[config.mk]
export PLATFORM = sky130hd
export DESIGN_NAME = mcusc_top
export DESIGN_NICKNAME = d
export VERILOG_FILES = /design/src/mcusc_pkg.sv /design/src/mcusc_top.sv
export SDC_FILE = /design/constraint.sdc
export NUM_CORES = 1
export LEC_CHECK = 0
export BUFFER_PORTS_ARGS = -buffer_cell sky130_fd_sc_hd__buf_2
export CORE_MARGIN = 1.5
export CORE_UTILIZATION = 50
export DETAILED_ROUTE_END_ITERATION = 10
export GPL_TIMING_DRIVEN = 0
export PLACE_DENSITY = 0.74
export SYNTH_ARGS = -nofsm -noshare
export SYNTH_HDL_FRONTEND = slang
export SYNTH_SLANG_ARGS = --single-unit
[constraint.sdc]
create_clock -name pclk -period 7.73 [get_ports pclk]
set_input_delay 0.3865 -clock pclk [delete_from_list [all_inputs] [get_ports pclk]]
set_output_delay 0.3865 -clock pclk [all_outputs]
set_load 0.05 [all_outputs]
[src/mcusc_pkg.sv]
// Constants, register map and types of the system control block.
// Assumes a 200 MHz pclk and an APB master on the register port.
package mcusc_pkg;

  // ****************************************************************
  // Clock and timing.
  // ****************************************************************
  localparam int unsigned CLK_PERIOD_NS = 5;
  localparam int unsigned CLK_HZ = 200000000;
  localparam int unsigned STAB_TIME_US = 352;
  localparam int unsigned STAB_CYCLES_DEF = (STAB_TIME_US * 1000 + CLK_PERIOD_NS - 1) / CLK_PERIOD_NS;
  localparam int unsigned WDT_TIME_MS = 128;
  localparam int unsigned WDT_CYCLES_DEF = (WDT_TIME_MS * 1000000) / CLK_PERIOD_NS;
  localparam int unsigned IRQ_RATE_HZ = 32768;
  localparam int unsigned IRQ_CYCLES_DEF = CLK_HZ / IRQ_RATE_HZ;

  // ****************************************************************
  // Widths.
  // ****************************************************************
  localparam int PC_W = 13;
  localparam int PAGE_W = 4;
  localparam int MEMPG_W = 2;
  localparam int STAB_W = 17;
  localparam int WDT_W = 25;
  localparam int IRQC_W = 13;

  // ****************************************************************
  // Register indices; byte address is four times the index.
  // ****************************************************************
  localparam logic [5:0] IDX_STATUS = 6'h00;
  localparam logic [5:0] IDX_PWM_CTRL = 6'h09;
  localparam logic [5:0] IDX_LVD_SEL = 6'h14;
  localparam logic [4:0][5:0] IDX_ADDR = {6'h1e, 6'h1b, 6'h1a, 6'h19, 6'h18};
  localparam logic [5:0] IDX_DATA_LO = 6'h1c;
  localparam logic [5:0] IDX_DATA_HI = 6'h1d;

  // ****************************************************************
  // Field positions and reset values.
  // ****************************************************************
  localparam int BIT_ZERO = 0;
  localparam int BIT_CARRY = 1;
  localparam int BIT_IRQ_FLAG = 2;
  localparam int BIT_PWM_EN = 0;
  localparam int BIT_IRQ_EN = 1;
  localparam logic [3:0] LVD_SEL_RST = 4'hf;
  localparam logic [PC_W-1:0] PC_RESET = 13'h0000;
  localparam logic [PC_W-1:0] PC_WAKE = 13'h0004;
  localparam logic [PC_W-1:0] PC_IRQ = 13'h0008;

  typedef enum logic [1:0] {
    MCUSC_RUN = 2'b00,
    MCUSC_HALT = 2'b01,
    MCUSC_STAB = 2'b10
  } mcusc_mode_t;

  // Detection threshold in millivolts; zero for the undefined codes.
  function automatic logic [11:0] mcusc_lvd_mv(input logic [3:0] code);
    unique case (code)
      4'h8: mcusc_lvd_mv = 12'h640;
      4'h9: mcusc_lvd_mv = 12'h6a4;
      4'ha: mcusc_lvd_mv = 12'h708;
      4'hb: mcusc_lvd_mv = 12'h7d0;
      4'hc: mcusc_lvd_mv = 12'h898;
      4'hd: mcusc_lvd_mv = 12'h960;
      4'he: mcusc_lvd_mv = 12'ha8c;
      4'hf: mcusc_lvd_mv = 12'haf0;
      4'h0: mcusc_lvd_mv = 12'hbb8;
      4'h1: mcusc_lvd_mv = 12'hce4;
      4'h2: mcusc_lvd_mv = 12'he10;
      4'h3: mcusc_lvd_mv = 12'he74;
      4'h4: mcusc_lvd_mv = 12'hed8;
      default: mcusc_lvd_mv = 12'h000;
    endcase
  endfunction

endpackage

[src/mcusc_top.sv]
// System control of a small 4-bit microcontroller: interrupt sequencer,
// halt and wakeup, watchdog, data ROM access and detection level select.
// Assumes an APB master, a CPU core on pclk and a data ROM answering combinationally.
//
// Summary of operation
// - Level select resets to ones, maps thresholds.
// - Data ROM address built from five nibbles.
// - Data-low read returns ROM low nibble.
// - Data-high read returns ROM high nibble.
// - Data-high write clears enabled watchdog.
// - Interrupt enters 08H; reset 00H, wakeup 04H.
// - Interrupt source ticks at 32768 per second.
// - Enabled pending request accepted next clock.
// - Acceptance saves context, loads entry, one clock.
// - Entry clears the global interrupt enable.
// - Return restores context, sets enable.
// - No acceptance while enable is clear.
// - Halt stops clock, sets counter to 004.
// - Port A rising edge wakes from halt.
// - Wakeup waits 352us before running.
// - Reset wins in halt, enters 000.
// - Halt leaves stored data unchanged.
// - Watchdog times out after 0.128 second.
// - Watchdog cleared on wake, reset, halt, software.
// - Watchdog overflow resets the whole system.
`timescale 1ns/1ps
`default_nettype none

module mcusc_top
  import mcusc_pkg::*;
#(
  parameter int unsigned STAB_CYCLES = STAB_CYCLES_DEF,
  parameter int unsigned WDT_CYCLES = WDT_CYCLES_DEF,
  parameter int unsigned IRQ_CYCLES = IRQ_CYCLES_DEF
) (
  input wire logic pclk,
  input wire logic presetn,
  input wire logic [7:0] paddr,
  input wire logic psel,
  input wire logic penable,
  input wire logic pwrite,
  input wire logic [31:0] pwdata,
  output logic [31:0] prdata,
  output logic pready,
  output logic pslverr,
  input wire logic [PC_W-1:0] cpu_next_pc,
  input wire logic [PAGE_W-1:0] cpu_page,
  input wire logic [MEMPG_W-1:0] cpu_mempage,
  input wire logic cpu_carry,
  input wire logic cpu_zero,
  input wire logic halt_exec,
  input wire logic return_from_irq_exec,
  input wire logic [3:0] port_a_pins,
  input wire logic wdt_option,
  input wire logic [7:0] data_rom_rdata,
  output logic [19:0] data_rom_addr,
  output logic pc_load,
  output logic [PC_W-1:0] pc_value,
  output logic cpu_run,
  output logic ctx_restore,
  output logic [PAGE_W-1:0] rs_page,
  output logic [MEMPG_W-1:0] rs_mempage,
  output logic rs_carry,
  output logic rs_zero,
  output logic wdt_reset,
  output logic pwm_output_enable,
  output logic [3:0] lvd_level,
  output logic [11:0] lvd_threshold_mv,
  output logic lvd_level_valid
);

  // ****************************************************************
  // State.
  // ****************************************************************
  typedef struct packed {
    mcusc_mode_t mode;
    logic [STAB_W-1:0] stab_cnt;
    logic [WDT_W-1:0] wdt_cnt;
    logic [IRQC_W-1:0] irq_cnt;
    logic [3:0] pa_meta;
    logic [3:0] pa_sync;
    logic [3:0] pa_prev;
    logic wdt_meta;
    logic wdt_en;
    logic irq_flag;
    logic irq_en;
    logic pwm_en;
    logic [3:0] lvd_sel;
    logic [11:0] lvd_mv;
    logic lvd_valid;
    logic [4:0][3:0] addr_nib;
    logic [PC_W-1:0] sv_pc;
    logic [PAGE_W-1:0] sv_page;
    logic [MEMPG_W-1:0] sv_mempage;
    logic sv_carry;
    logic sv_zero;
    logic pc_load;
    logic [PC_W-1:0] pc_value;
    logic cpu_run;
    logic restore;
    logic wdt_reset;
    logic pready;
    logic pslverr;
    logic [31:0] prdata;
  } mcusc_st_t;

  localparam logic [STAB_W-1:0] STAB_LAST = STAB_W'(STAB_CYCLES - 1);
  localparam logic [WDT_W-1:0] WDT_LAST = WDT_W'(WDT_CYCLES - 1);
  localparam logic [IRQC_W-1:0] IRQ_LAST = IRQC_W'(IRQ_CYCLES - 1);

  localparam mcusc_st_t ST_RST = '{
    mode: MCUSC_STAB,
    lvd_sel: LVD_SEL_RST,
    lvd_mv: mcusc_lvd_mv(LVD_SEL_RST),
    lvd_valid: 1'b1,
    pc_load: 1'b1,
    pc_value: PC_RESET,
    default: '0
  };

  mcusc_st_t q, d;

  // Register index decode, shared by read and write.
  function automatic logic reg_hit(input logic [5:0] idx);
    reg_hit = (idx == IDX_STATUS) || (idx == IDX_PWM_CTRL) || (idx == IDX_LVD_SEL) ||
              (idx == IDX_DATA_LO) || (idx == IDX_DATA_HI);
    for (int i = 0; i < 5; i++) begin
      if (idx == IDX_ADDR[i]) begin
        reg_hit = 1'b1;
      end
    end
  endfunction

  // ****************************************************************
  // Next state.
  // ****************************************************************
  logic [5:0] idx;
  logic hit;
  logic wr_ok;
  logic wake_edge;
  logic irq_take;
  logic [3:0] rd_nib;

  assign idx = paddr[7:2];
  assign hit = reg_hit(idx) && (paddr[1:0] == 2'b00);
  assign wr_ok = psel && penable && q.pready && pwrite && hit;
  assign wake_edge = |(q.pa_sync & ~q.pa_prev);
  assign irq_take = (q.mode == MCUSC_RUN) && !halt_exec && !return_from_irq_exec && q.irq_en && q.irq_flag;

  always_comb begin
    rd_nib = 4'h0;
    if (idx == IDX_STATUS) begin
      rd_nib = {1'b0, q.irq_flag, cpu_carry, cpu_zero};
    end else if (idx == IDX_PWM_CTRL) begin
      rd_nib = {2'b00, q.irq_en, q.pwm_en};
    end else if (idx == IDX_LVD_SEL) begin
      rd_nib = q.lvd_sel;
    end else if (idx == IDX_DATA_LO) begin
      rd_nib = data_rom_rdata[3:0];
    end else if (idx == IDX_DATA_HI) begin
      rd_nib = data_rom_rdata[7:4];
    end
    for (int i = 0; i < 5; i++) begin
      if (idx == IDX_ADDR[i]) begin
        rd_nib = q.addr_nib[i];
      end
    end
  end

  always_comb begin
    d = q;
    d.pc_load = 1'b0;
    d.restore = 1'b0;
    d.wdt_reset = 1'b0;
    d.pready = 1'b0;
    d.pslverr = 1'b0;
    d.pa_meta = port_a_pins;
    d.pa_sync = q.pa_meta;
    d.pa_prev = q.pa_sync;
    d.wdt_meta = wdt_option;
    d.wdt_en = q.wdt_meta;

    // APB: one wait cycle, then the write lands where pready is sampled.
    if (psel && penable && !q.pready) begin
      d.pready = 1'b1;
      d.pslverr = !hit;
      d.prdata = {28'h0000000, rd_nib};
    end

    // Watchdog counts while the core clock runs.
    if (q.wdt_en && (q.mode != MCUSC_HALT)) begin
      d.wdt_cnt = q.wdt_cnt + WDT_W'(1);
    end

    if (wr_ok) begin
      if (idx == IDX_STATUS && !pwdata[BIT_IRQ_FLAG]) begin
        d.irq_flag = 1'b0;
      end
      if (idx == IDX_PWM_CTRL) begin
        d.irq_en = pwdata[BIT_IRQ_EN];
        d.pwm_en = pwdata[BIT_PWM_EN];
      end
      if (idx == IDX_LVD_SEL) begin
        d.lvd_sel = pwdata[3:0];
      end
      if (idx == IDX_DATA_HI && q.wdt_en) begin
        d.wdt_cnt = '0;
      end
      for (int i = 0; i < 5; i++) begin
        if (idx == IDX_ADDR[i]) begin
          d.addr_nib[i] = pwdata[3:0];
        end
      end
    end
    d.lvd_mv = mcusc_lvd_mv(d.lvd_sel);
    d.lvd_valid = !(d.lvd_sel inside {4'h5, 4'h6, 4'h7});

    // Request source ticks only while the core runs; the set wins over a clear.
    if (q.mode == MCUSC_RUN) begin
      if (q.irq_cnt == IRQ_LAST) begin
        d.irq_cnt = '0;
        if (q.pwm_en) begin
          d.irq_flag = 1'b1;
        end
      end else begin
        d.irq_cnt = q.irq_cnt + IRQC_W'(1);
      end
    end

    unique case (q.mode)
      MCUSC_RUN: begin
        if (halt_exec) begin
          d.mode = MCUSC_HALT;
          d.pc_load = 1'b1;
          d.pc_value = PC_WAKE;
          d.cpu_run = 1'b0;
          d.pwm_en = 1'b0;
          d.wdt_cnt = '0;
        end else if (return_from_irq_exec) begin
          d.restore = 1'b1;
          d.pc_load = 1'b1;
          d.pc_value = q.sv_pc;
          d.irq_en = 1'b1;
        end else if (irq_take) begin
          d.sv_pc = cpu_next_pc;
          d.sv_page = cpu_page;
          d.sv_mempage = cpu_mempage;
          d.sv_carry = cpu_carry;
          d.sv_zero = cpu_zero;
          d.pc_load = 1'b1;
          d.pc_value = PC_IRQ;
          d.irq_en = 1'b0;
        end
      end
      MCUSC_HALT: begin
        // Stored registers are left alone here.
        if (wake_edge) begin
          d.mode = MCUSC_STAB;
          d.stab_cnt = '0;
          d.wdt_cnt = '0;
        end
      end
      MCUSC_STAB: begin
        if (q.stab_cnt == STAB_LAST) begin
          d.mode = MCUSC_RUN;
          d.cpu_run = 1'b1;
          d.stab_cnt = '0;
        end else begin
          d.stab_cnt = q.stab_cnt + STAB_W'(1);
        end
      end
      default: begin
        d.mode = MCUSC_STAB;
        d.stab_cnt = '0;
      end
    endcase

    // Overflow reinitialises the system and restarts from the reset entry.
    if (q.wdt_en && (q.mode != MCUSC_HALT) && (q.wdt_cnt == WDT_LAST)) begin
      d = ST_RST;
      d.wdt_reset = 1'b1;
      d.pc_value = PC_RESET;
      d.pa_meta = port_a_pins;
      d.pa_sync = q.pa_meta;
      d.pa_prev = q.pa_sync;
      d.wdt_meta = wdt_option;
      d.wdt_en = q.wdt_meta;
    end
  end

  always_ff @(posedge pclk or negedge presetn) begin
    if (!presetn) begin
      q <= ST_RST;
    end else begin
      q <= d;
    end
  end

  // ****************************************************************
  // Outputs.
  // ****************************************************************
  assign prdata = q.prdata;
  assign pready = q.pready;
  assign pslverr = q.pslverr;
  assign data_rom_addr = {q.addr_nib[4], q.addr_nib[3], q.addr_nib[2], q.addr_nib[1], q.addr_nib[0]};
  assign pc_load = q.pc_load;
  assign pc_value = q.pc_value;
  assign cpu_run = q.cpu_run;
  assign ctx_restore = q.restore;
  assign rs_page = q.sv_page;
  assign rs_mempage = q.sv_mempage;
  assign rs_carry = q.sv_carry;
  assign rs_zero = q.sv_zero;
  assign wdt_reset = q.wdt_reset;
  assign pwm_output_enable = q.pwm_en;
  assign lvd_level = q.lvd_sel;
  assign lvd_threshold_mv = q.lvd_mv;
  assign lvd_level_valid = q.lvd_valid;
endmodule

`default_nettype wire

After elaboration in Yosys (flattened, before gate mapping):

Memories as Yosys holds them, arrays and structs flattened.
Index checks and enable logic that the tools add are counted.

* add/sub/neg operators: 3
* eq/ne operators: 24
* mux-type cells: 60
* bitwise operators: 2
* reduce and logical (&&, ||, !) cells: 50

Operators by type and width (number)
* $mux W183: 1
* $mux W25: 4
* $mux W35: 2
* $mux W4: 16
* $pmux W17 S3: 1
* $pmux W25 S2: 1
* $eq A6 B5 Y1 const B: 8
* $mux W44: 1
* $mux W21: 2
* $mux W34: 1
* $mux W14: 2
* $mux W13: 2
* $add A25 B1 Y25 const B: 1
* $eq A25 B25 Y1 const B: 1
* $mux W20: 1
* $mux W1: 18
* $reduce_bool A2 Y1: 9
* $add A17 B1 Y17 const B: 1
* $eq A17 B17 Y1 const B: 1
* $mux W17: 1
* $logic_and A1 B1 Y1: 14
* $reduce_and A2 Y1: 7
* $add A13 B1 Y13 const B: 1
* $eq A13 B13 Y1 const B: 1
* 22 further kinds: 42

* flip-flop bits (word level): 183
* ROM bits: 160
* output and inout port bits: 97
* word-level logic and storage cells: 173
* memories: 1

Memories
* (name not given): words 16, width 10, rd ports 1, clocked after memory_dff 0, wr ports 0, line mcusc_pkg.sv:58 `unique case (code)`

Logic depth before layout (Yosys ltp):

* word-level depth: 18
* mapped depth: 11
* mapped depth without buffers: 9

Worst setup path before layout:

OpenSTA, ideal clock, no wires.

* kind: flip-flop to flip-flop
* from: register q[182] (netlist bit)
* to: register q (netlist bit pc_value[3])
* arrival: 2.403 ns
* data required time: 7.610 ns
* setup slack: 5.207 ns
* cell stages (with the launch flop): 12
* buffers on the path: 3
* clock period less this slack: 2.523 ns
* cell sequence: dfstp_2 > inv_1 > ha_1 > nand3b_2 > nor4_1 > nand2b_1 > buf_2 > and3_4 > buf_6 > buf_6 > a22oi_2 > nand2_1

* cells in the longest elaborated chain, start to end: 7
* elaborated cells on any way between the ends: 12
* classes of those cells: eq/ne: 1; mux: 1; reduce/logical: 10

Ends and longest elaborated chain
* start: declaration: line mcusc_top.sv:121 `mcusc_st_t q, d;`
* start signal: assignment: line mcusc_top.sv:293 `q <= ST_RST;`
* start signal: assignment: line mcusc_top.sv:295 `q <= d;`
* $logic_not A2 Y1: line mcusc_top.sv:148, mcusc_top.sv:230
* $logic_and A1 B1 Y1 (4 in series): line mcusc_top.sv:148 `assign irq_take = (q.mode == MCUSC_RUN) && !halt_exec && !return_from_irq_exec && q.irq_en && q.irq_flag;`
* $reduce_bool A4 Y1 (no line)
* $reduce_and A2 Y1 (no line)

Several ways; a longest one is shown, not always the timed one.
A chain may end at the register's enable or synchronous reset.

Worst setup path in the final report:

* from: register q[182] (netlist bit)
* to: register q (netlist bit pc_value[7])

The elaborated chain is that of the path after synthesis.

==> key figures <==
Status
  • Status: finished, final reports clean

Clock tree
  • CTS tree: built
  • Longest Clk Path Bufs: 2
  • Clock Root Buffer: clkbuf_16
  • Clk sink count: 153
  • Total CTS buffers: 17
  • Clk pin slew, worst setup/hold paths: 0.06 ns
  • Worst-Skew Late Latency: 0.43 ns
  • H-tree levels: 4
  • Setup Fix Bufs, Post-CTS: 0

Die
  • Starting Density: 51.7%
  • DIE AREA: 0.0174 mm^2
  • Io pins: 178
  • Core Rows: 46
  • Core box area: 0.0161 mm^2
  • Die H: 132 um
  • Die W: 132 um

Worst setup path
  • Setup crit end kind: flip-flop
  • Crit start category: flip-flop
  • Worst EP arrival: 3.60 ns
  • Worst path required time: 8.04 ns
  • Crit Path Category: flip-flop to flip-flop
  • RR Startpoint: q[182]
  • Reg-to-reg endpoint: pc_value[7]
  • Worst-case reg-to-reg path depth: 8
  • Reg-to-reg setup timing slack: 4.44 ns
  • Crit-path max FO: 10

Synth
  • Post-synthesis xor/xnor area fraction: 3.27%
  • Post-synthesis sequential area ratio: 46.3%
  • Post-synth EDFFs: 0
  • Yosys Warn Count: 0
  • Synthesized area: 0.00830 mm^2
  • Cells after Synth: 866
  • Asr flop ratio synth: 100%
  • Post-Syn Area per Cell: 9.58 um^2
  • #FFs+latches synth: 153
  • Simple-gate share of the synthesized area: 21.1%
  • Predominant post-synthesis flop cell: dfrtp_1
  • Synth Area in Compound Gates: 11.0%
  • Synth cell types: 73
  • Largest family of logic cells by synthesized area: simple AND/OR/NAND/NOR gates
  • Mux cell area share after synthesis: 5.13%
  • Adder-cell share of the synthesized area: 2.26%

Hold path
  • Hold path start: port_a_pins[0]
  • Min-Delay Path Class: input port to flip-flop
  • WHS Path Cells: 1
  • Worst hold path endpoint: q[122]

Placed design
  • Port Buffers: 118
  • DP HPWL: 14800 um
  • Routability cong.: 0.919

Cells and area
  • Layout area overhead: 19.0%
  • Fill cell count: 1353
  • Reg area: 0.00384 mm^2
  • Layout cell share with drive strength beyond 1: 27.7%
  • Final nets: 1130
  • Multi-input logic area: 0.00366 mm^2

Global route
  • Largest net degree at the start of global routing: 92
  • All-layer global routing usage: 24.7%
  • Vias in the first global route: 6574
  • First-pass GRT wire length: 34200 um
  • Total grt overflow: 0
  • Initial antenna violation count: 1

Drt
  • Routed WL: 20900 um
  • Final antenna-violating net count: 0
  • DRC: 0
  • Avg WL per Cell: 16.5 um
  • TritonRoute pass-1 iters: 7
  • Starting DRT DRC Count: 598
  • Vias: 6904
  • Vias/cell: 5.46

Timing
  • Least-Margin Pin Slew: 1.00 ns
  • Setup violators final: 0
  • RSZ-0062 raised after global routing: false
  • Post-route setup TNS: 0 ns
  • Slew margin rel.: 32.6%
  • Final hold vios: 0
  • Max Fclk: 0.304 GHz
  • Fin crit period: 3.29 ns
  • Fin. max-slew vios: 0
  • Final worst path period share: 42.6%
  • Hold Slack: 0.0628 ns
  • Worst Skew: 0.00833 ns

Run
  • MaxCap Viol Count: 0

Pwr
  • Peak supply drop: 170 uV
  • P_leak: 4.84 nW
  • Pwr Density: 191 mW/mm^2
-- per-stage QoR --
step / util, % / worst slack, ns / area [um^2] / cells / total power [mW]
after global placement: 57.7 / 4.00 / 9270 / 1229 / 1.10
after detailed placement: 57.9 / 4.46 / 9300 / 1230 / 1.10
after CTS: 61.5 / 4.43 / 9880 / 1263 / 1.90
final: 61.5 / 4.44 / 9880 / 1264 / 1.89
after global routing: 61.5 / 4.27 / 9880 / 1264 / 1.96
after floorplan: - / 5.21 / 8410 / 895 / 1.04
-- cell families (layout without fill, tap and decap cells) --
logic type / Yosys count / in the layout
flip-flops: 153 / 153
AND/OR/NAND/NOR: 341 / 341
AO/OA/AOI/OAI: 141 / 141
multiplexers: 42 / 42
buffers and inverters: 142 / 294
other: 1 / 31
adder cells (fa/ha/maj): 15 / 15
XOR/XNOR: 31 / 31
-- sequential cells by signal, indices dropped and copies added (netlist names) --
signal	cells
pwm_output_enable	1
q	86
cpu_run	1
lvd_threshold_mv	10
pc_value	13
rs_mempage	2
lvd_level_valid	1
pready	1
pc_load	1
rs_zero	1
prdata	4
wdt_reset	1
data_rom_addr	20
pslverr	1
rs_carry	1
rs_page	4
ctx_restore	1
lvd_level	4
-- power by group --
part	total, mW	leakage, nW	internal [mW]	switching [mW]
clock	0.793	0.280	0.474	0.319
sequential	0.887	1.96	0.841	0.0460
combinational	0.206	2.60	0.0742	0.131
total	1.89	4.84	1.39	0.496
-- critical path, cell delays in order (launching register included) --
cell and delay (ns):
dfstp_2 0.54, inv_1 0.07, ha_1 0.26, nand3b_2 0.34
or3_1 0.41, nor3_2 0.67, a21oi_1 0.25, clkbuf_1 0.35
a22o_1 0.28
-- worst max path at each step --
stage,startpoint,end,depth (start not counted)
floorplan,q[182],pc_value[3],11
global placement,presetn,q[159],1
detailed placement,q[182],pc_value[7],8
CTS,q[182],pc_value[7],8
global route,q[182],pc_value[3],9
finish,q[182],pc_value[7],8
-- per-layer routing --
layer / vias to the layer above / share of wire (%) / routed length, um / global-route usage [%]
met5: - / 0 / 0 / 0
met2: 269 / 48 / 10000 / 40.0
met3: 35 / 5.9 / 1230 / 5.11
li1: 3269 / - / - / -
met1: 3331 / 44 / 9220 / 33.1
met4: 0 / 2.0 / 421 / 8.77
-- cell usage in the layout (no fill, tap or decap), types with 4 or more instances in the layout --
cell type / n
and3_1: 13
buf_4: 88
buf_2: 133
xor2_1: 18
clkbuf_1: 15
a221oi_1: 4
nor2_1: 108
a31oi_1: 11
nand3_1: 40
nand4_1: 20
and2_1: 5
xnor2_1: 13
conb_1: 30
mux2_2: 4
dfrtp_1: 140
dfstp_2: 13
a21oi_1: 34
clkinv_2: 5
nand2b_1: 5
or3_1: 10
nor3_1: 19
nor4_1: 6
o31ai_1: 6
and4_1: 4
a22o_1: 12
clkbuf_8: 4
o21ai_0: 38
a22oi_1: 4
nor2b_1: 9
nand2_1: 69
mux2i_1: 38
o211ai_1: 4
clkbuf_16: 17
ha_1: 15
inv_1: 23
-- Yosys cell counts, types with 18 or more instances --
master	count	area [um^2]
nand3_1	40	200
buf_4	88	661
inv_1	23	86.3
mux2i_1	38	380
o21ai_0	38	190
nand2_1	69	259
xor2_1	18	158
a21oi_1	34	170
nand4_1	20	125
dfrtp_1	140	3500
nor2_1	108	405
nor3_1	19	95.1
-- layout make-up --
cell class | count | area share (%)
diodes | 1 | 0.0253
plain buffers | 119 | 8.22
clock buffers | 24 | 4.98
clock inverters | 8 | 0.722
inverters | 23 | 0.874
multi-input cells | 600 | 37.1
flip-flops and latches | 153 | 38.9
well taps | 216 | 2.74
repair buffers | 120 | 6.42
-- timing repair --
item                                   CTS  global route
endpoints found under the hold margin   50             0
hold buffers                             1             0
resized for setup                        0             0
No activity file was read; power rests on OpenSTA's default activity.
